===== src/core/qpt_pkg.sv =====
package qpt_pkg;

	// ----------------------------------------------------------------
	// register map
	// ----------------------------------------------------------------
	localparam logic [2:0] REG_SELECT_ADDR = 3'h7;
	localparam logic [2:0] CHAN_LAST       = 3'h3;
	localparam logic [7:0] SEL_RESET       = 8'h00;
	localparam int         SEL_NV_BIT      = 0;
	localparam int         SEL_IDX_LO_BIT  = 1;
	localparam int         SEL_IDX_HI_BIT  = 2;
	localparam int         NUM_CHAN        = 4;
	localparam int         NUM_PAGES       = 4;

	// ----------------------------------------------------------------
	// slave address layout
	// ----------------------------------------------------------------
	localparam int         ADDR_DIR_BIT    = 0;
	localparam int         ADDR_STRAP_LSB  = 1;
	localparam int         ADDR_STRAP_MSB  = 3;
	localparam int         ADDR_TYPE_LSB   = 4;
	localparam int         ADDR_TYPE_MSB   = 7;

	// ----------------------------------------------------------------
	// timing
	// ----------------------------------------------------------------
	localparam int         CLK_FREQ_KHZ    = 10000;
	localparam int         PROG_TIME_US    = 5000;
	localparam int         PROG_CYCLES     = (PROG_TIME_US * CLK_FREQ_KHZ) / 1000;
	localparam int         BUSY_W          = 16;

	// ----------------------------------------------------------------
	// protocol states
	// ----------------------------------------------------------------
	typedef enum logic [3:0]
	{
		ST_IDLE,
		ST_DEV,
		ST_DEV_ACK,
		ST_REG,
		ST_REG_ACK,
		ST_DATA,
		ST_DATA_ACK,
		ST_TX,
		ST_TX_ACK,
		ST_TX_GO
	} qpt_state_t;

endpackage : qpt_pkg


===== src/core/qpt_cond_if.sv =====
`timescale 1ns/1ns
interface qpt_cond_if;
	logic startSeen;
	logic stopSeen;
	logic sclRise;
	logic sclFall;
	logic sdaBit;

	modport det
	(
		output startSeen,
		output stopSeen,
		output sclRise,
		output sclFall,
		output sdaBit
	);

	modport ctrl
	(
		input startSeen,
		input stopSeen,
		input sclRise,
		input sclFall,
		input sdaBit
	);
endinterface : qpt_cond_if


===== src/core/qpt_slave.sv =====
`timescale 1ns/1ns
// Functional notes
// - stop ends transaction, read returns to standby
// - transmitter releases, receiver acks ninth clock
// - ack only matching type and strap bits
// - address lsb one reads, zero writes
// - write mode acks every received byte
// - read sends bytes while master acknowledges
// - nonvolatile write busy, commands ignored
// - polling gets ack only when idle
// - four channels, wiper plus four stored
// - stored register access also loads wiper
// - selection register at seven, resets zero
// - selection bits nv, index low, high
// - nv select zero targets wiper register
// - selection first, then address picks channel
// - address 0-3 channels, 7 selection
// - byte write three bytes then stop
// - programming needs write enable, sda released
// - start precedes every command
// - bytes travel most significant bit first
// - protect pin low blocks stored writes
// - chip select low disables serial side
module qpt_slave
#(
	parameter int         PROG_CYCLES = qpt_pkg::PROG_CYCLES,
	parameter logic [3:0] TYPE_ID     = 4'ha // arbitrary device type value
)
(
	input  wire logic            sys_clk,
	input  wire logic            rst_n,
	input  wire logic            sclIn,
	input  wire logic            sdaIn,
	output logic                 sdaOut,
	output logic                 sdaOe,
	input  wire logic            chipSelN,
	input  wire logic            writeProtN,
	input  wire logic [2:0]      addrStrapBits,
	output logic [3:0][7:0]      wiperPos,
	output logic                 nvBusy
);

	// ----------------------------------------------------------------
	// state
	// ----------------------------------------------------------------
	typedef struct packed
	{
		qpt_pkg::qpt_state_t           st;
		logic [7:0]                    shift;
		logic [2:0]                    bitCnt;
		logic                          rdMode;
		logic [2:0]                    ptr;
		logic [2:0]                    sel;
		logic [3:0][7:0]               wiper;
		logic [15:0][7:0]              stored;
		logic                          nvPend;
		logic [3:0]                    nvAddr;
		logic [7:0]                    nvData;
		logic                          sdaLow;
		logic                          recalled;
	} qpt_core_t;

	qpt_core_t stQ;
	qpt_core_t stD;
	logic      progStart;
	logic      progBusy;

	qpt_cond_if cond ();

	qpt_cond_det uDet
	(
		.sys_clk (sys_clk),
		.rst_n   (rst_n),
		.sclIn   (sclIn),
		.sdaIn   (sdaIn),
		.cond    (cond.det)
	);

	qpt_prog_timer #(.PROG_CYCLES(PROG_CYCLES)) uTimer
	(
		.sys_clk   (sys_clk),
		.rst_n     (rst_n),
		.progStart (progStart),
		.progBusy  (progBusy)
	);

	// ----------------------------------------------------------------
	// helpers
	// ----------------------------------------------------------------
	// stored array index: channel on top, data index below
	function automatic logic [3:0] storeIdx(input logic [2:0] chan, input logic [2:0] sel);
		storeIdx = {chan[1:0], sel[qpt_pkg::SEL_IDX_HI_BIT], sel[qpt_pkg::SEL_IDX_LO_BIT]};
	endfunction : storeIdx

	function automatic logic [7:0] readValue(input qpt_core_t s);
		if (s.ptr == qpt_pkg::REG_SELECT_ADDR)
			readValue = {5'h00, s.sel};
		else if (s.ptr > qpt_pkg::CHAN_LAST)
			readValue = 8'h00;
		else if (s.sel[qpt_pkg::SEL_NV_BIT])
			readValue = s.stored[storeIdx(s.ptr, s.sel)];
		else
			readValue = s.wiper[s.ptr[1:0]];
	endfunction : readValue

	// load next byte to send and drive its first bit
	function automatic qpt_core_t loadTx(input qpt_core_t s);
		qpt_core_t r;
		logic [7:0] rb;
		r        = s;
		rb       = readValue(s);
		r.sdaLow = ~rb[7];
		r.shift  = {rb[6:0], 1'b0};
		r.bitCnt = 3'h1;
		r.st     = qpt_pkg::ST_TX;
		if (s.ptr <= qpt_pkg::CHAN_LAST && s.sel[qpt_pkg::SEL_NV_BIT])
			r.wiper[s.ptr[1:0]] = rb;
		loadTx = r;
	endfunction : loadTx

	// ----------------------------------------------------------------
	// next state
	// ----------------------------------------------------------------
	always_comb
	begin
		logic [7:0] nb;
		nb  = {stQ.shift[6:0], cond.sdaBit};
		stD = stQ;
		progStart = 1'b0;

		// stored page zero drives the wipers once after reset
		if (!stQ.recalled)
		begin
			for (int i = 0; i < qpt_pkg::NUM_CHAN; i++)
				stD.wiper[i] = stQ.stored[qpt_pkg::NUM_PAGES * i];
			stD.recalled = 1'b1;
		end

		if (!chipSelN)
		begin
			// serial side asleep while the pin interface owns the part
			stD.st     = qpt_pkg::ST_IDLE;
			stD.sdaLow = 1'b0;
		end
		else if (cond.startSeen)
		begin
			stD.st     = qpt_pkg::ST_DEV;
			stD.bitCnt = 3'h0;
			stD.sdaLow = 1'b0;
			stD.nvPend = 1'b0;
		end
		else if (cond.stopSeen)
		begin
			stD.st     = qpt_pkg::ST_IDLE;
			stD.sdaLow = 1'b0;
			stD.nvPend = 1'b0;
			if (stQ.nvPend && writeProtN)
			begin
				stD.stored[stQ.nvAddr] = stQ.nvData;
				progStart              = 1'b1;
			end
		end
		else
		begin
			case (stQ.st)
				qpt_pkg::ST_DEV, qpt_pkg::ST_REG, qpt_pkg::ST_DATA:
				begin
					if (cond.sclRise)
					begin
						stD.shift  = nb;
						stD.bitCnt = stQ.bitCnt + 3'h1;
						if (stQ.bitCnt == 3'h7)
						begin
							case (stQ.st)
								qpt_pkg::ST_DEV:
								begin
									// a busy part stays silent, so polling sees no ack
									if (nb[qpt_pkg::ADDR_TYPE_MSB:qpt_pkg::ADDR_TYPE_LSB] == TYPE_ID
										&& nb[qpt_pkg::ADDR_STRAP_MSB:qpt_pkg::ADDR_STRAP_LSB]
										== addrStrapBits
										&& !progBusy)
									begin
										stD.rdMode = nb[qpt_pkg::ADDR_DIR_BIT];
										stD.st     = qpt_pkg::ST_DEV_ACK;
									end
									else
										stD.st = qpt_pkg::ST_IDLE;
								end
								qpt_pkg::ST_REG:
								begin
									stD.ptr = nb[2:0];
									stD.st  = qpt_pkg::ST_REG_ACK;
								end
								default:
								begin
									if (stQ.ptr == qpt_pkg::REG_SELECT_ADDR)
										stD.sel = nb[2:0];
									else if (stQ.ptr <= qpt_pkg::CHAN_LAST)
									begin
										stD.wiper[stQ.ptr[1:0]] = nb;
										if (stQ.sel[qpt_pkg::SEL_NV_BIT])
										begin
											stD.nvPend = 1'b1;
											stD.nvAddr = storeIdx(stQ.ptr, stQ.sel);
											stD.nvData = nb;
										end
									end
									stD.st = qpt_pkg::ST_DATA_ACK;
								end
							endcase
						end
					end
				end
				qpt_pkg::ST_DEV_ACK, qpt_pkg::ST_REG_ACK, qpt_pkg::ST_DATA_ACK:
				begin
					if (cond.sclFall)
					begin
						if (!stQ.sdaLow)
							stD.sdaLow = 1'b1;
						else
						begin
							stD.sdaLow = 1'b0;
							stD.bitCnt = 3'h0;
							if (stQ.st == qpt_pkg::ST_DEV_ACK && stQ.rdMode)
								stD = loadTx(stD);
							else if (stQ.st == qpt_pkg::ST_DEV_ACK)
								stD.st = qpt_pkg::ST_REG;
							else
								stD.st = qpt_pkg::ST_DATA;
						end
					end
				end
				qpt_pkg::ST_TX:
				begin
					if (cond.sclFall)
					begin
						if (stQ.bitCnt == 3'h0)
						begin
							stD.sdaLow = 1'b0;
							stD.st     = qpt_pkg::ST_TX_ACK;
						end
						else
						begin
							stD.sdaLow = ~stQ.shift[7];
							stD.shift  = {stQ.shift[6:0], 1'b0};
							stD.bitCnt = stQ.bitCnt + 3'h1;
						end
					end
				end
				qpt_pkg::ST_TX_ACK:
				begin
					// without an ack the slave lets go and waits for stop
					if (cond.sclRise)
						stD.st = cond.sdaBit ? qpt_pkg::ST_IDLE : qpt_pkg::ST_TX_GO;
				end
				qpt_pkg::ST_TX_GO:
				begin
					if (cond.sclFall)
						stD = loadTx(stD);
				end
				default:
				begin
					stD.st     = qpt_pkg::ST_IDLE;
					stD.sdaLow = 1'b0;
				end
			endcase
		end
	end

	// ----------------------------------------------------------------
	// registers
	// ----------------------------------------------------------------
	always_ff @(posedge sys_clk or negedge rst_n)
	begin
		if (!rst_n)
		begin
			stQ          <= '0;
			stQ.st       <= qpt_pkg::ST_IDLE;
			stQ.sel      <= qpt_pkg::SEL_RESET[2:0];
			stQ.recalled <= 1'b0;
		end
		else
			stQ <= stD;
	end

	// ----------------------------------------------------------------
	// outputs
	// ----------------------------------------------------------------
	// only ever pull low; the pull-up supplies the high level
	assign sdaOut   = 1'b0;
	assign sdaOe    = stQ.sdaLow;
	assign wiperPos = stQ.wiper;
	assign nvBusy   = progBusy;

endmodule : qpt_slave

module qpt_prog_timer
#(
	parameter int PROG_CYCLES = qpt_pkg::PROG_CYCLES
)
(
	input  wire logic sys_clk,
	input  wire logic rst_n,
	input  wire logic progStart,
	output logic      progBusy
);

	// ----------------------------------------------------------------
	// state
	// ----------------------------------------------------------------
	typedef struct packed
	{
		logic [qpt_pkg::BUSY_W-1:0] cnt;
	} qpt_timer_t;

	localparam logic [qpt_pkg::BUSY_W-1:0] PROG_LOAD = PROG_CYCLES[qpt_pkg::BUSY_W-1:0];

	qpt_timer_t stQ;
	qpt_timer_t stD;

	// a new store restarts the count, so the load wins over the decrement
	always_comb
	begin
		stD = stQ;
		if (stQ.cnt != '0)
			stD.cnt = stQ.cnt - 1'b1;
		if (progStart)
			stD.cnt = PROG_LOAD;
	end

	// ----------------------------------------------------------------
	// registers
	// ----------------------------------------------------------------
	always_ff @(posedge sys_clk or negedge rst_n)
	begin
		if (!rst_n)
			stQ <= '0;
		else
			stQ <= stD;
	end

	// ----------------------------------------------------------------
	// outputs
	// ----------------------------------------------------------------
	// counter width covers the default store time at this clock, not much more
	assign progBusy = (stQ.cnt != '0);

endmodule : qpt_prog_timer


===== src/core/qpt_cond_det.sv =====
`timescale 1ns/1ns
module qpt_cond_det
(
	input  wire logic sys_clk,
	input  wire logic rst_n,
	input  wire logic sclIn,
	input  wire logic sdaIn,
	qpt_cond_if.det   cond
);

	// ----------------------------------------------------------------
	// state
	// ----------------------------------------------------------------
	typedef struct packed
	{
		logic scl;
		logic sda;
	} qpt_det_t;

	qpt_det_t stQ;
	qpt_det_t stD;

	always_comb
	begin
		stD     = stQ;
		stD.scl = sclIn;
		stD.sda = sdaIn;
	end

	always_ff @(posedge sys_clk or negedge rst_n)
	begin
		if (!rst_n)
			stQ <= '{scl: 1'b1, sda: 1'b1};
		else
			stQ <= stD;
	end

	// ----------------------------------------------------------------
	// line events
	// ----------------------------------------------------------------
	// sda moving while scl stays high marks frame boundaries
	assign cond.startSeen = stQ.scl & sclIn & stQ.sda & ~sdaIn;
	assign cond.stopSeen  = stQ.scl & sclIn & ~stQ.sda & sdaIn;
	assign cond.sclRise   = ~stQ.scl & sclIn;
	assign cond.sclFall   = stQ.scl & ~sclIn;
	assign cond.sdaBit    = sdaIn;

endmodule : qpt_cond_det


===== config.mk =====
export PLATFORM = sky130hd
export DESIGN_NAME = qpt_slave
export DESIGN_NICKNAME = d
export VERILOG_FILES = /design/src/core/qpt_pkg.sv /design/src/core/qpt_cond_if.sv /design/src/core/qpt_slave.sv /design/src/core/qpt_cond_det.sv
export SDC_FILE = /design/constraint.sdc
export NUM_CORES = 1
export LEC_CHECK = 0
export BUFFER_PORTS_ARGS = -buffer_cell sky130_fd_sc_hd__clkbuf_2
export CAP_MARGIN = 15
export CORE_MARGIN = 5
export CORE_UTILIZATION = 30
export DETAILED_ROUTE_END_ITERATION = 12
export SLEW_MARGIN = 0
export SYNTH_ARGS = -nofsm -noshare
export SYNTH_HDL_FRONTEND = slang
export SYNTH_HIERARCHICAL = 1
export SYNTH_SLANG_ARGS = --single-unit

===== constraint.sdc =====
create_clock -name sys_clk -period 4.7 [get_ports sys_clk]
set_input_delay 0 -clock sys_clk [delete_from_list [all_inputs] [get_ports sys_clk]]
set_output_delay 0 -clock sys_clk [all_outputs]
set_load 0.01 [all_outputs]

==> results.ini <==
[cells_and_area]
final_cells = 1628
multiInputGateArea_mm2 = 0.00635
diodes = 0
fin_nets = 1089
layout-drive-gt1-share_pct = 29.3
fillers = 4050
fin_util_pct = 33.6
synthToLayoutAreaGrowth_pct = 10.9
seqCellArea_mm2 = 0.00539

[clock_tree]
root_buffer = clkbuf_16
cts_inserted_buffers = 26
clkSlewWorstSetupHoldPaths_ns = 0.06
clock_latency_ns = 0.56
h-tree-depth = 1
clock-sinks = 215
cts_resized = 0
cts_tree = done
clockBufferDepth = 3
cts_setup_buffers = 0

[yosys]
synth_seq_cells = 215
synth_most_common_cell = dfrtp_1
yosys.area.top_type = dfrtp_1
syn-instance-count = 1101
syn_nets = 1114
synthXorXnorAreaFrac_pct = 0.212
synth.top_cell.area_share_pct = 43.1
synth_area_mm2 = 0.0124
synth-edff-count = 0
synth_top_family_by_area = multiplexers
synth_simple_gate_area_share_pct = 12.2
synth_adder_area_share_pct = 0.404
synth-compound-area-share_pct = 12.9
synthTopCellsByArea = dfrtp_1 (43%), mux2_2 (14%), mux4_2 (6.6%)
synthDistinctLibCells = 88
postSynth.topFlopCell = dfrtp_1
muxShareOfSynthArea_pct = 25.4
yosys_warnings = 6
avgSynthCellArea_um2 = 11.2
seq_area_frac_synth_pct = 43.5
synth_common_cells = dfrtp_1 (213), mux2_2 (156), nand2_1 (74)
ys_async_sr_fraction_pct = 100

[worst_hold_path]
min_path_type = input port to asynchronous set/reset pin

[critical_path]
startpoint = stQ[193]$_DFFE_PN0P_
crit_path_end_kind = flip-flop
r2r_slack_ns = 1.18
start_kind = flip-flop
endpoint = stQ[11]$_DFFE_PN0P_
cp.arrival_ns = 3.94
reg2regPathDepth = 5
r2r-end = stQ[11]$_DFFE_PN0P_
critPathMaxFanout = 27
worst-setup-path-type = flip-flop to flip-flop
rr_startpoint = stQ[193]$_DFFE_PN0P_
critPathRequiredTime_ns = 5.12

[floorplanning]
fp.coreArea_mm2 = 0.0408
ios = 44
dieHeight_um = 213
rows = 74
die_w_um = 213
die_area_mm2 = 0.0454
start_util_pct = 30.3

[routing]
firstDrtPassIters = 6
route.vias.total = 9243
drt-wirelength-per-cell_um = 22.0
drt_iter0_drc = 826
viasPerCell = 5.68
drc = 0
routed_wl_um = 35800
ant_nets = 0

[timing]
fin_crit_ns = 3.52
rsz0062_at_grt = false
tns_ns = 0
finalHoldViolCount = 0
slew_viol_final = 0
slew_headroom_pct = 22.0
skew_ns = 0.0203
worst_pin_slew_ns = 1.17
min_period_over_period_pct = 74.8
worst_slack_ns = 1.18
whs_ns = 0.123
setup_viol = 0
fmax_mhz = 284

[power_and_ir_drop]
leakage_uw = 0.00599
power_density_mw_per_mm2 = 412
ir_drop_mv = 0.323

[placement]
gp_congestion = 0.914
io_buffers = 42
place_inst = 1576
hpwl_um = 24700
dpl_worst_slack_ns = 1.31

[global_route]
grt_usage_pct = 15.4
overflow = 0
grt_pass1_vias = 9063
grt_max_degree = 117
grt_pass1_wl_um = 55400
grt_antenna_before_repair = 0

[status]
status = completed

[run]
timing.max_cap.violations = 0

[registers in the layout, summed over array words and instances, names as in the netlist]
| signal | cells |
|---|---|
| sdaOe | 1 |
| stQ | 164 |
| uDet/stQ | 2 |
| uTimer/stQ | 16 |
| wiperPos | 32 |
[what timing repair did]
item | 4_1_cts | 5_1_grt
endpoints found under the hold margin | 128 | 0
setup endpoints to repair | 0 | 0
hold buffers | 4 | 0
[worst max-delay path, cell delays in order (launching register included)]
cell and delay, ns:
dfrtp_1 0.89, a21bo_2 0.35, nor2_1 0.55, nand2_1 0.16, a211oi_2 1.00, mux2_2 0.42
[per-stage QoR]
step	power (µW)	area [µm²]
floorplan	3150	12400
global placement	3540	12800
detailed placement	3550	12800
CTS	5670	13700
global route	5900	13700
finish	5660	13700
[cell families (layout without fill, tap and decap cells)]
| family | count (synthesis) | count (layout) |
|---|---|---|
| xor+xnor | 3 | 3 |
| simple gates | 278 | 278 |
| compound gates | 220 | 220 |
| fa+ha+maj | 4 | 4 |
| flops | 215 | 215 |
| buf+inv | 130 | 125 |
| mux | 249 | 249 |
| other cells | 2 | 2 |
[worst min-delay path by stage]
stage,to,slack [ns],start
finish,uTimer/stQ[8]$_DFFE_PN0P_,0.12,rst_n
global route,uDet/stQ[1]$_DFF_PN1_,0.15,sclIn
CTS,uDet/stQ[1]$_DFF_PN1_,0.12,sclIn
detailed placement,uDet/stQ[1]$_DFF_PN1_,0.14,sclIn
global placement,uDet/stQ[1]$_DFF_PN1_,0.13,sclIn
floorplan,sdaOe$_DFFE_PN0P_,-0.30,rst_n
[area by class of cell]
class                   instances  share of cell area [%]
clock inverters                10                    1.12
well taps                     532                    4.85
repair buffers                 56                    2.53
inverters                      21                   0.574
multi-input cells             756                    46.3
flip-flops and latches        215                    39.2
clock buffers                  38                    5.43
[layout by cell type, fill, tap and decap left out, drive strengths merged, types with 5 or more instances in the layout]
| cell | n |
|---|---|
| dfrtp | 213 |
| mux2 | 156 |
| clkbuf | 79 |
| nand2 | 74 |
| nor2 | 59 |
| mux2i | 57 |
| a21oi | 44 |
| mux4 | 36 |
| o21ai | 29 |
| o221ai | 29 |
| nand3 | 29 |
| inv | 21 |
| nor3 | 20 |
| o211ai | 15 |
| nor2b | 12 |
| nand2b | 11 |
| buf | 11 |
| o31ai | 10 |
| a2111oi | 10 |
| nor4 | 10 |
| a21o | 9 |
| o22ai | 9 |
| or3 | 8 |
| a31oi | 7 |
| and2 | 7 |
| or2 | 7 |
| clkinv | 7 |
| nand3b | 6 |
| a211oi | 6 |
| and3 | 6 |
| nor3b | 6 |
| a221oi | 5 |
| a311oi | 5 |
| a32o | 5 |
[power breakdown]
part / total [µW] / internal, µW / switching (µW)
registers: 2400 / 2000 / 403
clock network: 2090 / 1270 / 823
logic: 1160 / 430 / 733
total: 5660 / 3700 / 1960
[metal layers]
layer / share of wire, % / GRT usage, % / vias up
met2: 45 / 24.2 / 373
met4: 3.4 / 4.68 / 0
met5: 0 / 0 / -
met1: 45 / 22.1 / 4697
li1: - / - / 4091
met3: 6.6 / 2.41 / 82
No activity file was read; power rests on OpenSTA's default activity.
